<file path="config.mk">
export PLATFORM = sky130hd
export DESIGN_NAME = mhc_hours_counter
export DESIGN_NICKNAME = d
export VERILOG_FILES = /design/src/common/mhc_pkg.sv /design/src/verilog/mhc_min_tick.sv /design/src/verilog/mhc_hours_counter.sv
export SDC_FILE = /design/constraint.sdc
export NUM_CORES = 2
export LEC_CHECK = 0
export BUFFER_PORTS_ARGS = -buffer_cell sky130_fd_sc_hd__buf_2
export CORE_AREA = 2 2 401 204
export DETAILED_ROUTE_END_ITERATION = 12
export DIE_AREA = 0 0 403 206
export HOLD_SLACK_MARGIN = 0.08
export PLACE_DENSITY_LB_ADDON = 0.08
export SLEW_MARGIN = 40
export SYNTH_ARGS = -nofsm -noshare
export SYNTH_HDL_FRONTEND = slang
export SYNTH_SLANG_ARGS = --single-unit
</file>
<file path="constraint.sdc">
create_clock -name core_clk_i -period 87.7 [get_ports core_clk_i]
set_input_delay 4.385 -clock core_clk_i [delete_from_list [all_inputs] [get_ports core_clk_i]]
set_output_delay 4.385 -clock core_clk_i [all_outputs]
set_load 0.03 [all_outputs]
</file>
<file path="src/common/mhc_pkg.sv">
// package: constants and types for the maintenance hours counter
`default_nettype none
package mhc_pkg;
  // --------------------------------------------------------------------
  // timing
  // --------------------------------------------------------------------
  localparam int unsigned CLK_HZ = 125000000;
  localparam int unsigned TICK_S = 60;
  localparam longint unsigned TICK_CYCLES_L = longint'(CLK_HZ) * longint'(TICK_S);
  localparam int TICK_W = 33;
  // --------------------------------------------------------------------
  // value ranges
  // --------------------------------------------------------------------
  localparam int HR_W = 17;
  localparam int MIN_W = 6;
  localparam int TOT_W = 23;
  localparam logic [HR_W-1:0] SI_HR_MAX = 17'h0270F;
  localparam logic [HR_W-1:0] RT_HR_MAX = 17'h1869F;
  localparam logic [MIN_W-1:0] MIN_MAX = 6'h3B;
  localparam logic [TOT_W-1:0] MIN_PER_HR = 23'h00003C;
  localparam logic [TOT_W-1:0] TOT_ZERO = 23'h000000;
  // --------------------------------------------------------------------
  // apb register map
  // --------------------------------------------------------------------
  localparam logic [7:0] A_CTRL = 8'h00;
  localparam logic [7:0] A_SI = 8'h04;
  localparam logic [7:0] A_RT = 8'h08;
  localparam logic [7:0] A_TTG = 8'h0C;
  localparam logic [7:0] A_STAT = 8'h10;
  localparam logic [7:0] A_IRQ_ST = 8'h14;
  localparam logic [7:0] A_IRQ_MSK = 8'h18;
  localparam logic [7:0] A_EXT_SI = 8'h1C;
  // ctrl bits
  localparam int C_CFG = 0;
  localparam int C_POLICY = 1;
  localparam int C_SRC = 2;
  localparam int C_W = 3;
  // status / irq bits
  localparam int S_DUE = 0;
  localparam int S_SAT = 1;
  localparam int S_IRST = 2;
  localparam int S_FRST = 3;
  localparam int S_MODE_LSB = 8;
  localparam int S_MON = 12;
  localparam int IRQ_W = 4;
  // time value fields: minutes low, hours from bit 8
  localparam int F_MIN_LSB = 0;
  localparam int F_HR_LSB = 8;
  typedef enum logic [1:0] {
    MHC_CFG = 2'b00,
    MHC_SEED = 2'b01,
    MHC_RUN = 2'b11
  } mhc_mode_t;
endpackage : mhc_pkg
`default_nettype wire

</file>
<file path="src/verilog/mhc_min_tick.sv">
// module: one-minute tick generator
`default_nettype none
module mhc_min_tick (
  input wire logic core_clk_i,
  input wire logic rstn_i,
  input wire logic en_i,
  input wire logic run_i,
  output logic tick_o
);
  localparam logic [mhc_pkg::TICK_W-1:0] LAST =
    mhc_pkg::TICK_W'(mhc_pkg::TICK_CYCLES_L - 1);
  logic [mhc_pkg::TICK_W-1:0] cnt_q;
  // --------------------------------------------------------------------
  // divider
  // --------------------------------------------------------------------
  // minute base; paused by the clock enable and cleared while run_i is low
  always_ff @(posedge core_clk_i or negedge rstn_i) begin
    if (!rstn_i) begin
      cnt_q <= '0;
      tick_o <= 1'b0;
    end else if (en_i) begin
      tick_o <= 1'b0;
      if (!run_i) begin
        cnt_q <= '0;
      end else if (cnt_q == LAST) begin
        cnt_q <= '0;
        tick_o <= 1'b1;
      end else begin
        cnt_q <= cnt_q + 1'b1;
      end
    end
  end
endmodule : mhc_min_tick
`default_nettype wire

</file>
<file path="src/verilog/mhc_hours_counter.sv">
// module: maintenance hours counter with apb register access
// ----------------------------------------------------------------------
// ----------------------------------------------------------------------
//
// Implementation choices: the APB slave port and the address map.
`default_nettype none
module mhc_hours_counter (
  input wire logic core_clk_i,
  input wire logic rstn_i,
  input wire logic clk_en_i,
  input wire logic run_monitor_i,
  input wire logic interval_reset_i,
  input wire logic full_reset_i,
  input wire logic [15:0] ext_interval_hr_i,
  input wire logic psel_i,
  input wire logic penable_i,
  input wire logic pwrite_i,
  input wire logic [7:0] paddr_i,
  input wire logic [31:0] pwdata_i,
  output logic [31:0] prdata_o,
  output logic pready_o,
  output logic pslverr_o,
  output logic due_flag_o,
  output logic irq_o
);
  localparam int HW = mhc_pkg::HR_W;
  localparam int MW = mhc_pkg::MIN_W;
  localparam int TW = mhc_pkg::TOT_W;

  // --------------------------------------------------------------------
  // helpers
  // --------------------------------------------------------------------
  function automatic logic [TW-1:0] to_min(input logic [HW-1:0] hr, input logic [MW-1:0] mn);
    to_min = TW'(hr) * mhc_pkg::MIN_PER_HR + TW'(mn);
  endfunction : to_min

  function automatic logic [31:0] pack_time(input logic [TW-1:0] m);
    logic [TW-1:0] h;
    logic [TW-1:0] r;
    h = m / mhc_pkg::MIN_PER_HR;
    r = m % mhc_pkg::MIN_PER_HR;
    pack_time = '0;
    pack_time[mhc_pkg::F_MIN_LSB +: MW] = r[MW-1:0];
    pack_time[mhc_pkg::F_HR_LSB +: HW] = h[HW-1:0];
  endfunction : pack_time

  function automatic logic [TW-1:0] clamp_min(input logic [31:0] w, input logic [HW-1:0] hmax);
    logic [HW-1:0] h;
    logic [MW-1:0] m;
    h = w[mhc_pkg::F_HR_LSB +: HW];
    m = w[mhc_pkg::F_MIN_LSB +: MW];
    if (h > hmax) h = hmax;
    if (m > mhc_pkg::MIN_MAX) m = mhc_pkg::MIN_MAX;
    clamp_min = to_min(h, m);
  endfunction : clamp_min

  // one decode shared by every register write strobe
  function automatic logic wr_hit(input logic w, input logic [7:0] a, input logic [7:0] r);
    wr_hit = w && (a == r);
  endfunction : wr_hit

  // --------------------------------------------------------------------
  // input synchronisers
  // --------------------------------------------------------------------
  logic [2:0] sync1_q;
  logic [2:0] sync2_q;
  logic [2:0] prev_q;
  logic mon;
  logic irst_lvl;
  logic frst_lvl;
  logic irst_rise;
  logic frst_rise;

  always_ff @(posedge core_clk_i or negedge rstn_i) begin
    if (!rstn_i) begin
      sync1_q <= '0;
      sync2_q <= '0;
      prev_q <= '0;
    end else if (clk_en_i) begin
      sync1_q <= {full_reset_i, interval_reset_i, run_monitor_i};
      sync2_q <= sync1_q;
      prev_q <= sync2_q;
    end
  end

  assign mon = sync2_q[0];
  assign irst_lvl = sync2_q[1];
  assign frst_lvl = sync2_q[2];
  assign irst_rise = sync2_q[1] & ~prev_q[1];
  assign frst_rise = sync2_q[2] & ~prev_q[2];

  // --------------------------------------------------------------------
  // minute tick
  // --------------------------------------------------------------------
  logic tick;
  // a partial minute is dropped whenever the monitor falls
  mhc_min_tick u_tick (
    .core_clk_i(core_clk_i),
    .rstn_i(rstn_i),
    .en_i(clk_en_i),
    .run_i(mon),
    .tick_o(tick)
  );

  // --------------------------------------------------------------------
  // apb access
  // --------------------------------------------------------------------
  logic acc;
  logic wr;
  logic mapped;
  assign acc = psel_i & penable_i;
  assign wr = acc & pwrite_i;
  assign mapped = (paddr_i <= mhc_pkg::A_EXT_SI) && (paddr_i[1:0] == 2'b00);
  assign pready_o = 1'b1;
  assign pslverr_o = acc & ~mapped;

  logic [mhc_pkg::C_W-1:0] ctrl_q;
  logic [mhc_pkg::IRQ_W-1:0] irq_st_q;
  logic [mhc_pkg::IRQ_W-1:0] irq_msk_q;
  logic [mhc_pkg::IRQ_W-1:0] ev;
  logic [mhc_pkg::IRQ_W-1:0] w1c;
  mhc_pkg::mhc_mode_t mode_q;

  always_ff @(posedge core_clk_i or negedge rstn_i) begin
    if (!rstn_i) begin
      ctrl_q <= '0;
      ctrl_q[mhc_pkg::C_CFG] <= 1'b1;
    end else if (clk_en_i && wr_hit(wr, paddr_i, mhc_pkg::A_CTRL)) begin
      ctrl_q <= pwdata_i[mhc_pkg::C_W-1:0];
    end
  end

  always_ff @(posedge core_clk_i or negedge rstn_i) begin
    if (!rstn_i) begin
      irq_msk_q <= '0;
    end else if (clk_en_i && wr_hit(wr, paddr_i, mhc_pkg::A_IRQ_MSK)) begin
      irq_msk_q <= pwdata_i[mhc_pkg::IRQ_W-1:0];
    end
  end

  // set wins over a same-cycle write-one clear
  assign w1c = wr_hit(wr, paddr_i, mhc_pkg::A_IRQ_ST) ? pwdata_i[mhc_pkg::IRQ_W-1:0] : '0;
  always_ff @(posedge core_clk_i or negedge rstn_i) begin
    if (!rstn_i) begin
      irq_st_q <= '0;
    end else if (clk_en_i) begin
      irq_st_q <= (irq_st_q & ~w1c) | ev;
    end
  end
  assign irq_o = |(irq_st_q & irq_msk_q);

  // --------------------------------------------------------------------
  // counters
  // --------------------------------------------------------------------
  // real retention needs non-volatile backing; here si_q survives everything except
  // the async reset (a cold start); a full reset also zeroes rt_q and reloads ttg_q
  logic [TW-1:0] si_q;
  logic [TW-1:0] rt_q;
  logic [TW-1:0] ttg_q;
  logic [TW-1:0] si_new;
  logic [TW-1:0] rt_max;
  logic [TW-1:0] ext_min;
  logic [HW-1:0] ext_hr;
  logic si_wr;
  logic rt_wr;
  logic step;
  logic si_zero;
  logic si_change;
  logic rt_sat;
  logic irst_seen_q;
  logic due_q;

  assign rt_max = to_min(mhc_pkg::RT_HR_MAX, '0);
  assign rt_sat = rt_q >= rt_max;
  // referenced value carries hours only; out-of-range clamps to the top
  assign ext_hr = (HW'(ext_interval_hr_i) > mhc_pkg::SI_HR_MAX) ?
    mhc_pkg::SI_HR_MAX : HW'(ext_interval_hr_i);
  assign ext_min = to_min(ext_hr, '0);
  assign si_wr = wr_hit(wr, paddr_i, mhc_pkg::A_SI) && !ctrl_q[mhc_pkg::C_SRC];
  assign si_new = ctrl_q[mhc_pkg::C_SRC] ? ext_min :
    (si_wr ? clamp_min(pwdata_i, mhc_pkg::SI_HR_MAX) : si_q);
  assign si_change = si_new != si_q;
  assign rt_wr = wr_hit(wr, paddr_i, mhc_pkg::A_RT) && mode_q == mhc_pkg::MHC_CFG;
  assign step = tick && mon && mode_q == mhc_pkg::MHC_RUN;
  assign si_zero = (si_q == mhc_pkg::TOT_ZERO);

  // mode: cfg -> seed (one cycle) -> run
  always_ff @(posedge core_clk_i or negedge rstn_i) begin
    if (!rstn_i) begin
      mode_q <= mhc_pkg::MHC_CFG;
    end else if (clk_en_i) begin
      case (mode_q)
        mhc_pkg::MHC_CFG: if (!ctrl_q[mhc_pkg::C_CFG]) mode_q <= mhc_pkg::MHC_SEED;
        mhc_pkg::MHC_SEED: mode_q <= mhc_pkg::MHC_RUN;
        mhc_pkg::MHC_RUN: if (ctrl_q[mhc_pkg::C_CFG]) mode_q <= mhc_pkg::MHC_CFG;
        default: mode_q <= mhc_pkg::MHC_CFG;
      endcase
    end
  end

  always_ff @(posedge core_clk_i or negedge rstn_i) begin
    if (!rstn_i) begin
      si_q <= mhc_pkg::TOT_ZERO;
    end else if (clk_en_i) begin
      si_q <= si_new;
    end
  end

  // once set, only a cold start brings the remainder seed back
  always_ff @(posedge core_clk_i or negedge rstn_i) begin
    if (!rstn_i) begin
      irst_seen_q <= 1'b0;
    end else if (clk_en_i && irst_rise) begin
      irst_seen_q <= 1'b1;
    end
  end

  always_ff @(posedge core_clk_i or negedge rstn_i) begin
    if (!rstn_i) begin
      rt_q <= mhc_pkg::TOT_ZERO;
    end else if (clk_en_i) begin
      if (frst_rise) begin
        rt_q <= mhc_pkg::TOT_ZERO;
      end else if (rt_wr) begin
        rt_q <= clamp_min(pwdata_i, mhc_pkg::RT_HR_MAX);
      end else if (step && !rt_sat) begin
        rt_q <= rt_q + 1'b1;
      end
    end
  end

  always_ff @(posedge core_clk_i or negedge rstn_i) begin
    if (!rstn_i) begin
      ttg_q <= mhc_pkg::TOT_ZERO;
    end else if (clk_en_i) begin
      if (frst_rise || irst_rise) begin
        ttg_q <= si_new;
      end else if (mode_q == mhc_pkg::MHC_SEED && !irst_seen_q) begin
        if (si_zero) begin
          ttg_q <= mhc_pkg::TOT_ZERO;
        end else begin
          ttg_q <= si_q - (rt_q % si_q);
        end
      end else if (si_change) begin
        ttg_q <= si_new;
      end else if (step && ttg_q != mhc_pkg::TOT_ZERO) begin
        ttg_q <= ttg_q - 1'b1;
      end
    end
  end

  // --------------------------------------------------------------------
  // due flag
  // --------------------------------------------------------------------
  logic due_d;
  always_comb begin
    due_d = (ttg_q == mhc_pkg::TOT_ZERO);
    if (irst_lvl || frst_lvl) begin
      due_d = 1'b0;
    end else if (ctrl_q[mhc_pkg::C_POLICY] && !mon) begin
      due_d = 1'b0;
    end
  end

  always_ff @(posedge core_clk_i or negedge rstn_i) begin
    if (!rstn_i) begin
      due_q <= 1'b0;
    end else if (clk_en_i) begin
      due_q <= due_d;
    end
  end
  assign due_flag_o = due_q;

  logic sat_q;
  always_ff @(posedge core_clk_i or negedge rstn_i) begin
    if (!rstn_i) begin
      sat_q <= 1'b0;
    end else if (clk_en_i) begin
      sat_q <= rt_sat;
    end
  end

  always_comb begin
    ev = '0;
    ev[mhc_pkg::S_DUE] = due_d & ~due_q;
    ev[mhc_pkg::S_SAT] = rt_sat & ~sat_q;
    ev[mhc_pkg::S_IRST] = irst_rise;
    ev[mhc_pkg::S_FRST] = frst_rise;
  end

  // --------------------------------------------------------------------
  // read data
  // --------------------------------------------------------------------
  // read data is a flop taken in setup: a value changed by that access shows next read
  logic [31:0] rd;
  always_comb begin
    rd = '0;
    case (paddr_i)
      mhc_pkg::A_CTRL: rd[mhc_pkg::C_W-1:0] = ctrl_q;
      mhc_pkg::A_SI: rd = pack_time(si_q);
      mhc_pkg::A_RT: rd = pack_time(rt_q);
      mhc_pkg::A_TTG: rd = pack_time(ttg_q);
      mhc_pkg::A_STAT: begin
        rd[mhc_pkg::S_DUE] = due_q;
        rd[mhc_pkg::S_SAT] = rt_sat;
        rd[mhc_pkg::S_IRST] = irst_lvl;
        rd[mhc_pkg::S_FRST] = frst_lvl;
        rd[mhc_pkg::S_MODE_LSB +: $bits(mhc_pkg::mhc_mode_t)] = mode_q;
        rd[mhc_pkg::S_MON] = mon;
      end
      mhc_pkg::A_IRQ_ST: rd[mhc_pkg::IRQ_W-1:0] = irq_st_q;
      mhc_pkg::A_IRQ_MSK: rd[mhc_pkg::IRQ_W-1:0] = irq_msk_q;
      mhc_pkg::A_EXT_SI: rd[15:0] = ext_interval_hr_i;
      default: rd = '0;
    endcase
  end

  always_ff @(posedge core_clk_i or negedge rstn_i) begin
    if (!rstn_i) begin
      prdata_o <= '0;
    end else if (clk_en_i && psel_i && !penable_i && !pwrite_i) begin
      prdata_o <= rd;
    end
  end
endmodule : mhc_hours_counter
`default_nettype wire

</file>
==> out/metrics.csv <==
stage,metric,value,unit
worst_setup_path,r2r_slack,11.65,ns
detailed_routing,post_drt_wl_per_cell,22.0,um
worst_setup_path,endpoint_kind,flop,
global_routing,grt_max_degree,92,
placed_design,dp.final_hpwl,104000,um
worst_setup_path,critPathCapture,ttg_q[21]$_DFFE_PN0P_,
synth,yosysSeqAreaShare,10.7,%
die,die-area,83000,um^2
cts,htreeDepth,4,
detailed_routing,via_per_inst,6.23,
detailed_routing,wl_met3,14600,um
cts,clock-root-buffer,clkbuf_16,
detailed_routing,top_layer,met5,
min_path,hp-class,reg -> reg,
sta,post-route-period-util,86.7,%
detailed_routing,drt_wl_total,128000,um
worst_setup_path,critPathTopFamily,compound AO/OA/AOI/OAI gates,
synth,synthCells,4739,
worst_setup_path,critPathMaxStageDelay,0.73,ns
synth,ys_warn_count,0,
synth,ys_dominant_reg_cell,dfrtp_1,
detailed_routing,drtPass1Iterations,6,
sta,worst_slew_pin_slew,0.868,ns
die,pin_count,101,
layout,layout_commonest_cell,nor2_1,
synth,ys_seq_elements,152,
layout,drive_gt1_share,10.9,%
worst_setup_path,critPathSlowestCell,or4_1,
cts,postCtsHoldBufs,0,
cts,cts_tree,built,
placed_design,port_buffers,83,
die,placementRows,74,
sta,setup_tns,0,ns
sta,rsz0062_at_grt,no,
detailed_routing,antenna_left,0,
sta,finalSetupViolCount,0,
worst_setup_path,worst-path-max-fanout,41,
sta,fin_crit,76.05,ns
placed_design,routabilityCongestion,1.04,
cts,clk_path_buf_depth,2,
global_routing,grt_overflow,0,
worst_setup_path,worst-r2r-cell-count,355,
die,fp.dieW,403,um
detailed_routing,vias,36200,
cts,clkSinkCount,152,
detailed_routing,drc,0,
synth,synth-edff-count,0,
layout,areaGrowthSynthToFinish,6.40,%
layout,final_cell_mix,"440 x nor2_1, 383 x ha_1, 371 x nand2_1",
synth,ys_async_sr_fraction,100,%
worst_setup_path,path_class,reg -> reg,
global_routing,antenna_found_initial,9,
worst_setup_path,rr_startpoint,si_q[21]$_DFFE_PN0P_,
synth,syn_avg_cell_area,7.51,um^2
worst_setup_path,critPathLaunch,si_q[21]$_DFFE_PN0P_,
global_routing,first_global_vias,32700,
worst_setup_path,crit_top_cell,o21a_1,
synth,syn_area,35600,um^2
detailed_routing,met2_wirelength,43800,um
cts,numCtsBuffers,17,
worst_setup_path,critPathArrivalTime,76.38,ns
sta,slew_headroom,40.6,%
detailed_routing,drt_iter0_drc,4150,
layout,nNetsFinal,5271,
global_routing,gr-usage-all-layers,30.4,%
synth,synth_cell_types,137,
sta,finalHoldViolCount,0,
sta,clock_skew,0.0225,ns
sta,fmax,13.1,MHz
die,core_area,80200,um^2
worst_setup_path,cp.required,88.03,ns
worst_setup_path,reg2reg_to,ttg_q[21]$_DFFE_PN0P_,
global_routing,grt_pass1_wl,198000,um
die,start_util,44.4,%
worst_setup_path,path_depth,355,
cts,path_clk_slew,0.07,ns
worst_setup_path,crit_path_start_kind,flop,
worst_setup_path,crit_buf_inv,15,
cts,cts-resized-gates,0,
cts,clkLatencyLatePin,0.47,ns
cts,cts_setup_buffers,0,
sta,timing.final.max_slew_violations,0,
outcome,status,finished clean,
detailed_routing,met1_length,68000,um
run,maxCapViolCount,0,
die,die_h,206,um
[how the worst min path moves through the flow]
stage	depth (start not counted)	from	end	slack, ns
4_1_cts	2	prdata_o[7]$_DFFE_PN0P_	prdata_o[7]$_DFFE_PN0P_	0.47
2_1_floorplan	1	irst_seen_q$_DFFE_PN0P_	irst_seen_q$_DFFE_PN0P_	0.44
5_1_grt	1	irst_seen_q$_DFFE_PN0P_	irst_seen_q$_DFFE_PN0P_	0.52
6_report	2	prdata_o[7]$_DFFE_PN0P_	prdata_o[7]$_DFFE_PN0P_	0.46
3_5_place_dp	2	prdata_o[7]$_DFFE_PN0P_	prdata_o[7]$_DFFE_PN0P_	0.45
3_3_place_gp	2	prdata_o[7]$_DFFE_PN0P_	prdata_o[7]$_DFFE_PN0P_	0.45
[per-layer routing]
metal,global-route usage [%],vias up
met1,50.5,17000
met5,0,-
met2,38.3,1574
li1,-,17500
met3,7.25,82
met4,3.83,2
[layout make-up]
type                       count  area (um^2)
antenna                        2         5.00
clock buffer                  18          429
clock inverter                14          183
fill                        8100        42300
inverter                     272         1020
multi-input combinational   4110        30000
sequential                   152         3800
tap                         1064         1330
timing repair buffer         175         1110
[cell families after synthesis]
group | synth area share [%]
AOI/OAI and AO/OA | 29.5
DFF | 10.7
and+or+nand+nor | 22.1
muxes | 7.18
xor gates and xnor gates | 5.64
adders and majority gates | 19.1
buffers and inverters | 5.78
other | 0.0211
[worst reg2reg max path: cells and delay by family, from the launching register on]
family,cells,cell delay [ns]
AO/OA/AOI/OAI,276,54.81
AND/OR/NAND/NOR,29,6.09
buffers and inverters,15,3.94
XOR/XNOR,1,0.25
multiplexers,11,3.52
adder cells (fa/ha/maj),23,6.91
flip-flops,1,0.37
[state kept, by name (all words and copies together), names as in the netlist]
name	count
rt_q	23
u_tick.cnt_q	33
prdata_o	25
sync1_q	3
irq_st_q	4
sat_q	1
due_flag_o	1
irst_seen_q	1
irq_msk_q	4
sync2_q	3
u_tick.tick_o	1
mode_q	2
ctrl_q	3
ttg_q	23
prev_q	2
si_q	23
[synthesized netlist by cell type (24+ instances only)]
| library cell | number | area, um^2 |
|---|---|---|
| xor2_1 | 67 | 587 |
| o22ai_1 | 30 | 188 |
| and2_1 | 58 | 363 |
| fa_1 | 95 | 1900 |
| a21o_1 | 62 | 465 |
| nor2_1 | 443 | 1660 |
| nor4_1 | 41 | 257 |
| xnor2_1 | 156 | 1370 |
| mux2i_1 | 54 | 541 |
| a211o_1 | 25 | 219 |
| a211oi_1 | 47 | 353 |
| clkbuf_1 | 168 | 631 |
| inv_1 | 259 | 972 |
| o31ai_1 | 74 | 556 |
| a21oi_1 | 310 | 1550 |
| o21ai_1 | 24 | 120 |
| nor3_1 | 268 | 1340 |
| ha_1 | 383 | 4790 |
| o21a_1 | 229 | 1720 |
| nor2b_1 | 28 | 175 |
| and3_1 | 56 | 350 |
| nand2_1 | 371 | 1390 |
| o21bai_1 | 44 | 330 |
| nand3_1 | 120 | 601 |
| mux2_2 | 173 | 1950 |
| nand2b_1 | 46 | 288 |
| nand4_1 | 46 | 288 |
| buf_2 | 33 | 165 |
| dfrtp_1 | 151 | 3780 |
| or3_1 | 24 | 150 |
| o21ai_0 | 285 | 1430 |
| a31oi_1 | 37 | 231 |
| o211ai_1 | 44 | 330 |
[through the flow]
step                util (%)  cells  area [um^2]  hold WS, ns  setup slack (ns)
finish                  47.2   5807        37900        0.464             11.65
global route            47.2   5806        37900        0.516              5.72
detailed placement      46.4   5772        37200        0.451             12.13
floorplan                  -   4772        35700        0.444             17.12
global placement        46.4   5771        37200        0.448             12.59
CTS                     47.2   5804        37800        0.468             11.87
Power is not shown: default switching activity piles up to over one toggle a cycle in this logic, so the estimate is an artifact.
